===== src/hdl/irq_enable_pkg.sv =====
package irq_enable_pkg;

  localparam int unsigned DATA_W = 32;
  localparam int unsigned ADDR_W = 12;
  localparam int unsigned IRQ_COUNT = 64;
  localparam int unsigned WORDS = 2;

  // byte addresses within the slave window
  localparam logic [11:0] OFFS_ENABLE_SET_LOW = 12'h000;
  localparam logic [11:0] OFFS_ENABLE_SET_HIGH = 12'h004;
  localparam logic [11:0] OFFS_ENABLED_STATUS = 12'h008;

  localparam logic [31:0] RESET_ENABLE_WORD = 32'h00000000;
  localparam logic [31:0] UNMAPPED_READ = 32'h00000000;

  typedef struct packed {
    logic sel;
    logic enable;
    logic write;
    logic [ADDR_W-1:0] addr;
    logic [DATA_W-1:0] wdata;
  } apb_req_t;

  typedef struct packed {
    logic ready;
    logic [DATA_W-1:0] rdata;
    logic slverr;
  } apb_rsp_t;

endpackage : irq_enable_pkg


===== src/hdl/interrupt_enable_set_bank.sv =====
`timescale 1ns/1ps
// What this block does
// - low register bit n is interrupt n
// - high register bit n is interrupt 32+n
// - writing one sets that interrupt's enable
// - writing zero leaves enable unchanged
// - read returns present enable state
module interrupt_enable_set_bank
  import irq_enable_pkg::*;
#(
  parameter int unsigned NUM_IRQ = IRQ_COUNT
) (
  input wire logic clk_i,
  input wire logic rst_i,
  input wire logic psel_i,
  input wire logic penable_i,
  input wire logic pwrite_i,
  input wire logic [ADDR_W-1:0] paddr_i,
  input wire logic [DATA_W-1:0] pwdata_i,
  output logic [DATA_W-1:0] prdata_o,
  output logic pready_o,
  output logic pslverr_o,
  input wire logic [NUM_IRQ-1:0] irq_request_i,
  output logic [NUM_IRQ-1:0] irq_enable_set_bit_o,
  output logic [NUM_IRQ-1:0] irq_gated_o
);

  ////////////////////////////////////////////////////////////////////////
  // elaboration checks: refuse sizes the fixed register map cannot serve

  if (NUM_IRQ != IRQ_COUNT) begin : g_bad_count
    $error("interrupt_enable_set_bank serves exactly 64 lines");
  end

  if (NUM_IRQ != WORDS * DATA_W) begin : g_bad_split
    $error("enable lines must fill whole data words");
  end

  // the decode function knows two enable words and no more
  if (WORDS != 2) begin : g_bad_words
    $error("register map decodes exactly two enable words");
  end

  if (ADDR_W < 12) begin : g_bad_addr
    $error("address bus too narrow for the register offsets");
  end

  if (OFFS_ENABLE_SET_LOW[1:0] != 2'h0) begin : g_bad_low_align
    $error("low enable word must sit on a word boundary");
  end

  if (OFFS_ENABLE_SET_HIGH[1:0] != 2'h0) begin : g_bad_high_align
    $error("high enable word must sit on a word boundary");
  end

  if (OFFS_ENABLED_STATUS[1:0] != 2'h0) begin : g_bad_status_align
    $error("status word must sit on a word boundary");
  end

  if (OFFS_ENABLE_SET_LOW == OFFS_ENABLE_SET_HIGH) begin : g_bad_low_high
    $error("enable words must not share an offset");
  end

  if (OFFS_ENABLE_SET_LOW == OFFS_ENABLED_STATUS) begin : g_bad_low_status
    $error("low enable word must not share the status offset");
  end

  if (OFFS_ENABLE_SET_HIGH == OFFS_ENABLED_STATUS) begin : g_bad_high_status
    $error("high enable word must not share the status offset");
  end

  // reset must leave every line disabled
  if (RESET_ENABLE_WORD != '0) begin : g_bad_reset
    $error("enable words must clear to all disabled");
  end

  ////////////////////////////////////////////////////////////////////////
  // declarations

  apb_req_t req;
  apb_rsp_t next_rsp;

  logic setup_phase;
  logic access_done;
  logic write_done;
  logic read_setup;

  // driven slice by slice from the generate loops below
  wire logic [WORDS-1:0] word_hit;
  wire logic [WORDS-1:0] word_write;
  wire logic [NUM_IRQ-1:0] enable_state;
  wire logic [NUM_IRQ-1:0] next_enable_state;
  wire logic [NUM_IRQ-1:0] next_gated;

  ////////////////////////////////////////////////////////////////////////
  // address decode, shared by the write path and the read path

  function automatic logic hits_word(
    input logic [ADDR_W-1:0] addr,
    input int unsigned index
  );
    logic hit;
    hit = 1'b0;
    // an index past the map decodes to nothing
    case (index)
      0: begin
        hit = (addr == OFFS_ENABLE_SET_LOW);
      end
      1: begin
        hit = (addr == OFFS_ENABLE_SET_HIGH);
      end
      default: begin
        hit = 1'b0;
      end
    endcase
    return hit;
  endfunction : hits_word

  // a zero bit in the written word keeps the stored bit as it is
  function automatic logic [DATA_W-1:0] set_ones(
    input logic [DATA_W-1:0] current,
    input logic [DATA_W-1:0] ones
  );
    logic [DATA_W-1:0] merged;
    merged = current;
    for (int unsigned b = 0; b < DATA_W; b++) begin
      if (ones[b]) begin
        merged[b] = 1'b1;
      end
    end
    return merged;
  endfunction : set_ones

  // any line enabled at all, for the summary word
  function automatic logic [DATA_W-1:0] status_word(
    input logic [NUM_IRQ-1:0] en
  );
    logic any;
    any = 1'b0;
    for (int unsigned w = 0; w < WORDS; w++) begin
      if (en[w*DATA_W +: DATA_W] != '0) begin
        any = 1'b1;
      end
    end
    return {{(DATA_W-1){1'b0}}, any};
  endfunction : status_word

  function automatic logic [DATA_W-1:0] read_word(
    input logic [ADDR_W-1:0] addr,
    input logic [NUM_IRQ-1:0] en
  );
    logic [DATA_W-1:0] data;
    data = UNMAPPED_READ;
    for (int unsigned w = 0; w < WORDS; w++) begin
      if (hits_word(addr, w)) begin
        data = en[w*DATA_W +: DATA_W];
      end
    end
    if (addr == OFFS_ENABLED_STATUS) begin
      data = status_word(en);
    end
    return data;
  endfunction : read_word

  // a request passes only while its line is enabled
  function automatic logic [DATA_W-1:0] gate_word(
    input logic [DATA_W-1:0] request,
    input logic [DATA_W-1:0] enabled
  );
    logic [DATA_W-1:0] passed;
    passed = '0;
    for (int unsigned b = 0; b < DATA_W; b++) begin
      passed[b] = request[b] && enabled[b];
    end
    return passed;
  endfunction : gate_word

  ////////////////////////////////////////////////////////////////////////
  // bus request, gathered into one carrier

  always_comb begin
    req.sel = psel_i;
    req.enable = penable_i;
    req.write = pwrite_i;
    req.addr = paddr_i;
    req.wdata = pwdata_i;
  end

  ////////////////////////////////////////////////////////////////////////
  // transfer phases
  // no wait state: pready rises in the first access cycle, and a write
  // lands only at the edge that samples pready high, never at setup

  always_comb begin
    setup_phase = req.sel && !req.enable;
    access_done = req.sel && req.enable && pready_o;
    write_done = access_done && req.write;
    read_setup = setup_phase && !req.write;
  end

  ////////////////////////////////////////////////////////////////////////
  // enable words: ones OR in, zeros are ignored, so nothing disables here

  for (genvar w = 0; w < WORDS; w++) begin : g_word
    logic [DATA_W-1:0] word_q;
    logic [DATA_W-1:0] next_word;

    assign word_hit[w] = hits_word(req.addr, w);
    assign word_write[w] = write_done && word_hit[w];

    always_comb begin
      next_word = word_q;
      if (word_write[w]) begin
        next_word = set_ones(word_q, req.wdata);
      end
    end

    // each word keeps its own flops, so a write never disturbs the other
    always_ff @(posedge clk_i) begin
      if (rst_i) begin
        word_q <= RESET_ENABLE_WORD;
      end else begin
        word_q <= next_word;
      end
    end

    assign enable_state[w*DATA_W +: DATA_W] = word_q;
    assign next_enable_state[w*DATA_W +: DATA_W] = next_word;
  end

  ////////////////////////////////////////////////////////////////////////
  // response: read data is taken at the setup edge and stands until the
  // next read, so a late look at prdata still finds the same word

  always_comb begin
    next_rsp.ready = setup_phase;
    next_rsp.slverr = 1'b0;
    next_rsp.rdata = prdata_o;
    if (read_setup) begin
      next_rsp.rdata = read_word(req.addr, enable_state);
    end
  end

  // a single pulse; penable alone never raises it
  always_ff @(posedge clk_i) begin
    if (rst_i) begin
      pready_o <= 1'b0;
    end else begin
      pready_o <= next_rsp.ready;
    end
  end

  // zero after reset, like an unmapped read
  always_ff @(posedge clk_i) begin
    if (rst_i) begin
      prdata_o <= UNMAPPED_READ;
    end else begin
      prdata_o <= next_rsp.rdata;
    end
  end

  // no access is ever refused: unmapped reads give zero, writes vanish
  always_ff @(posedge clk_i) begin
    if (rst_i) begin
      pslverr_o <= 1'b0;
    end else begin
      pslverr_o <= next_rsp.slverr;
    end
  end

  ////////////////////////////////////////////////////////////////////////
  // enable outputs
  // registered from the next state, so they match the stored words

  always_ff @(posedge clk_i) begin
    if (rst_i) begin
      irq_enable_set_bit_o <= '0;
    end else begin
      irq_enable_set_bit_o <= next_enable_state;
    end
  end

  ////////////////////////////////////////////////////////////////////////
  // request gating: a disabled line never reaches the pending logic

  for (genvar w = 0; w < WORDS; w++) begin : g_gate
    logic [DATA_W-1:0] word_request;
    logic [DATA_W-1:0] word_enabled;

    assign word_request = irq_request_i[w*DATA_W +: DATA_W];
    assign word_enabled = enable_state[w*DATA_W +: DATA_W];
    assign next_gated[w*DATA_W +: DATA_W] = gate_word(word_request, word_enabled);
  end

  // one cycle behind the request, like every other output
  always_ff @(posedge clk_i) begin
    if (rst_i) begin
      irq_gated_o <= '0;
    end else begin
      irq_gated_o <= next_gated;
    end
  end

endmodule : interrupt_enable_set_bank


===== config.mk =====
export PLATFORM = sky130hd
export DESIGN_NAME = interrupt_enable_set_bank
export DESIGN_NICKNAME = d
export VERILOG_FILES = /design/src/hdl/irq_enable_pkg.sv /design/src/hdl/interrupt_enable_set_bank.sv
export SDC_FILE = /design/constraint.sdc
export NUM_CORES = 1
export LEC_CHECK = 0
export BUFFER_PORTS_ARGS = -buffer_cell sky130_fd_sc_hd__buf_2
export CAP_MARGIN = 20
export CORE_MARGIN = 4
export CORE_UTILIZATION = 25
export DETAILED_ROUTE_END_ITERATION = 6
export HOLD_SLACK_MARGIN = 0.06
export PLACE_DENSITY_LB_ADDON = 0.12
export SYNTH_ARGS = -nofsm -noshare
export SYNTH_HDL_FRONTEND = slang
export SYNTH_SLANG_ARGS = --single-unit

===== constraint.sdc =====
create_clock -name clk_i -period 2.8 [get_ports clk_i]
set_clock_uncertainty 0.2 [all_clocks]
set_input_delay 0.56 -clock clk_i [delete_from_list [all_inputs] [get_ports clk_i]]
set_output_delay 0.56 -clock clk_i [all_outputs]
set_load 0.02 [all_outputs]

**Word-level counts from Yosys, hierarchy flattened**

Index checks and enable logic that the tools add are counted.

- Bits of input ports: 113
- Output and inout port bits: 162
- Logic and storage cells: 157
- Bits in registers: 225

- Multiplexer cells: 73
- Reduce and logical (&&, ||, !) cells: 76
- Equality and inequality tests: 2

Operator list:

| cell | count |
|---|---|
| $mux 32 | 5 |
| $logic_and 1x1->1 | 71 |
| $mux 1 | 68 |
| $reduce_bool 32->1 | 2 |
| $eq 12x3->1 const B | 1 |
| $eq 12x4->1 const B | 1 |
| $logic_not 12->1 | 1 |
| $logic_not 1->1 | 2 |

**Longest topological paths before layout**

- Word-level depth: 7
- Depth in mapped cells: 5
- Depth with buffers taken out: 4

**Worst setup path before layout**

No wires, ideal clock.

- Path type: in2reg
- From: input paddr_i[1]
- To: register g_word[1].word_q[20] (netlist: g_gate[1].word_enabled[20])
- Buffers on the path: 1
- Required time: 2.542 ns
- Data arrival time: 1.596 ns
- Library setup time: 0.058 ns
- Path slack: 0.946 ns
- Stages on the path: 5
- Path through: nor4_4 > nand4_4 > nor3_4 > buf_6 > a22o_2

- Longest elaborated chain between the ends: 3

Ends and longest elaborated chain:

| element | line | source |
|---|---|---|
| from (decl) | interrupt_enable_set_bank.sv:18 | `input wire logic [ADDR_W-1:0] paddr_i,` |
| $eq 12x3->1 | interrupt_enable_set_bank.sv:110 | `hit = (addr == OFFS_ENABLE_SET_HIGH);` |
| $logic_and 1x1->1 | interrupt_enable_set_bank.sv:209 | `assign word_write[w] = write_done && word_hit[w];` |
| $mux 32 | interrupt_enable_set_bank.sv:213 | `if (word_write[w]) begin` |
| to (signal assigned) | interrupt_enable_set_bank.sv:223 | `word_q <= next_word;` |
| to (decl) | interrupt_enable_set_bank.sv:205 | `logic [DATA_W-1:0] word_q;` |

Every way passes these cells.
A chain may end at the register's enable or synchronous reset.

**Worst setup path in the final report**

- From: register g_word[1].word_q[18] (netlist: g_gate[1].word_enabled[18])
- To: register prdata_o[0]

- Longest elaborated chain between the ends: 3

Ends and longest elaborated chain:

| element | line | source |
|---|---|---|
| $reduce_bool 32->1 | interrupt_enable_set_bank.sv:141 | `if (en[w*DATA_W +: DATA_W] != '0) begin` |
| $mux 1 | interrupt_enable_set_bank.sv:141 |  |
| $mux 32 | interrupt_enable_set_bank.sv:159 | `if (addr == OFFS_ENABLED_STATUS) begin` |
| to (signal assigned) | interrupt_enable_set_bank.sv:258 | `prdata_o <= next_rsp.rdata;` |
| to (decl) | interrupt_enable_set_bank.sv:20 | `output logic [DATA_W-1:0] prdata_o,` |

Every way passes these cells.

==> flow_metrics.tcl <==
set metrics [dict create \
    status "complete, no violations" \
    rsz0062_at_grt "false" \
    synthAdderAreaFrac 0 \
    synth_ff_type "dfxtp_1" \
    dp.cells 981 \
    fmax_ghz 0.475 \
    dieArea_mm2 0.0235 \
    yosysSeqAreaShare 0.610 \
    worstPathArrival_ns 2.18 \
    netSwitchingPower_mw 1.05 \
    cts_buffer_depth 2 \
    slowest_delay_ns 0.53 \
    slowest_stage "nor4_1" \
    vias_per_cell 4.59 \
    ff2ff_path_depth 4 \
    cts_max_level 4 \
    die_w_um 153 \
    multi_input_area_mm2 0.00188 \
    finalCritPeriodShare 0.752 \
    tightest_slew_ns 0.848 \
    synth_top_family_by_area "simple AND/OR/NAND/NOR gates" \
    reg2reg_from "g_gate[1].word_enabled[18]" \
    met1_usage 0.191 \
    grt_pass1_vias 4859 \
    cp-start-kind "flop" \
    combPwrFrac 0.034 \
    grt_use_met2 0.252 \
    synth_simple_gate_area_frac 0.154 \
    cp_num_buf_inv 0 \
    setup_ws_ns 0.694 \
    synth_xor_area_frac 0 \
    synth_nets 570 \
    cp_cell_sequence "nor4_1 > nand4_1 > nor4_1 > a211oi_1" \
    root_buffer "clkbuf_16" \
    die_h_um 153 \
    gp_congestion 0.747 \
    syn_inst 457 \
    reg2reg_slack_ns 0.69 \
    power.density_mw_per_mm2 659 \
    p_leak_nw 3.95 \
    cts_sinks 161 \
    drc 0 \
    hpwl_um 14100 \
    utilization 0.370 \
    drt_pass1_iterations 5 \
    p_seq_frac 0.459 \
    syn_to_final_growth_pct 43.4 \
    dr_total_vias 4654 \
    r2r_end "prdata_o[0]" \
    finalMaxSlewViolations 0 \
    worstSetupPathType "reg -> reg" \
    post-cts-setup-buffers 0 \
    async_reset_ff_frac 0 \
    path_delay_family "simple AND/OR/NAND/NOR gates" \
    busiest_layer "met2" \
    critPathRequiredTime_ns 2.88 \
    portBuffers 273 \
    dp_slack_ns 0.485 \
    hold_viol_final 0 \
    row_count 52 \
    layout.nets 843 \
    hold_depth 2 \
    cts_resized 0 \
    ys_warn_count 0 \
    synth_compound_area_frac 0.141 \
    ys_seq_elements 161 \
    final_cell_count_no_fill 1015 \
    ant_nets 0 \
    cts_buffers 17 \
    drive_gt1_frac 0.448 \
    hp-class "in -> reg" \
    path_depth 4 \
    seqCellArea_mm2 0.00322 \
    postSynthAreaPerCell_um2 11.6 \
    p_sw_frac 0.210 \
    n_fill_cell 2141 \
    syn_area_mm2 0.00528 \
    pwr-share-clk 0.507 \
    insertion_delay_ns 0.41 \
    drt_iter0_markers 165 \
    initial_core_util 0.258 \
    fin_area_mm2 0.00757 \
    cts_tree "done" \
    cp-end-kind "flop" \
    period_needed_ns 2.11 \
    synth_edf_count 0 \
    max-slew-margin-rel 0.433 \
    grtUsageTotal 0.155 \
    power.internal_mw 3.95 \
    met3_usage 0.0512 \
    grt_overflow 0 \
    antenna_found_initial 3 \
    hold_path_end "pready_o" \
    synth_mux_area_frac 0.0588 \
    ir_drop_mv 0.369 \
    min_from "penable_i" \
    hold_buffers 0 \
    synth.distinct_cells 29 \
    grt_max_degree 60 \
    avgRoutedWirePerCell_um 18.5 \
    grt_pass1_wl_um 28400 \
    wl_um 18800 \
    setup-violations-final 0 \
    clk_pin_slew_ns 0.06 \
    drv_cap 0 \
    crit_top_cell "nor4_1" \
    coreArea_mm2 0.0205 \
    dpl_cell_area_mm2 0.00692 \
    pin_count 275 \
    setup_tns_ns 0 \
    critPathMaxFanout 5 \
]
==> cell usage in the layout, fill, tap and decap left out, types with 3 or more instances in the layout <==
master	Yosys	final
a22o_1	54	54
a22o_2	10	10
and3_1	64	64
buf_2	4	273
buf_4	1	11
bufinv_16	0	4
clkbuf_16	0	17
clkbuf_8	0	3
dfxtp_1	161	161
mux2i_1	31	31
nand2_1	31	31
nand4_1	4	4
nor2_1	4	3
nor4_1	16	16
o21ai_0	32	32
==> registers in the layout, summed over array words and instances (netlist names) <==
signal,flops
irq_gated_o,64
g_gate.word_enabled,63
prdata_o,32
irq_enable_set_bit_o,1
pready_o,1
==> through the flow <==
stage,power [mW],hold WS [ns]
2_1_floorplan,2.40,0.335
6_report,5.00,0.148
3_3_place_gp,2.51,0.235
5_1_grt,5.17,0.138
3_5_place_dp,2.51,0.237
4_1_cts,5.07,0.122
==> power groups by stage <==
stage	clock network, mW	logic [mW]	registers (mW)
global placement	0	0.170	2.34
floorplan	0	0.0600	2.34
global route	2.69	0.187	2.29
detailed placement	0	0.173	2.34
CTS	2.60	0.173	2.29
finish	2.53	0.170	2.29
==> synth_stat cells, drive strengths merged, types with 2 or more instances <==
cell	n	area share
nor3	2	0.0062
buf	11	0.018
mux2i	31	0.059
a22o	64	0.11
nor3b	2	0.0028
o21ai	32	0.030
nand4	5	0.0088
inv	2	0.0014
clkbuf	20	0.015
nor2	4	0.0028
and3	65	0.077
dfxtp	161	0.61
nand3	2	0.0019
nor4	18	0.027
nand2	31	0.022
==> final cells by class <==
cell class / count / share of cell area
Antenna cell: 2 / 0.000661
Timing Repair Buffer: 285 / 0.194
Clock inverter: 10 / 0.0228
Inverter: 2 / 0.00116
Sequential cell: 161 / 0.426
Tap cell: 270 / 0.0446
Clock buffer: 22 / 0.0626
Multi-Input combinational cell: 263 / 0.249
==> metal layers <==
metal / share of wire / vias up
met3: 0.073 / 29
li1: - / 2239
met4: 0.021 / 4
met1: 0.43 / 2200
met5: 0.0014 / -
met2: 0.48 / 182
==> worst max path at each step <==
| stage | from | to | slack [ns] |
|---|---|---|---|
| final | g_gate[1].word_enabled[18] | prdata_o[0] | 0.69 |
| after global routing | g_gate[0].word_enabled[1] | prdata_o[0] | 0.66 |
| after CTS | g_gate[1].word_enabled[18] | prdata_o[0] | 0.63 |
| after detailed placement | paddr_i[3] | prdata_o[0] | 0.48 |
| after global placement | paddr_i[3] | prdata_o[0] | 0.48 |
| after floorplan | paddr_i[1] | g_gate[1].word_enabled[20] | 0.95 |
==> worst reg2reg max path: stages (launching register included) <==
cell,delay (ns)
dfxtp_1,0.39
nor4_1,0.47
nand4_1,0.23
nor4_1,0.53
a211oi_1,0.15
==> logic make-up (layout without fill, tap and decap cells) <==
family,after synthesis,after routing
compound gates,98,98
simple gates,133,133
other cells,1,3
mux,31,31
flops,161,161
buf+inv,33,319
Power figures use the tool's default switching activity.
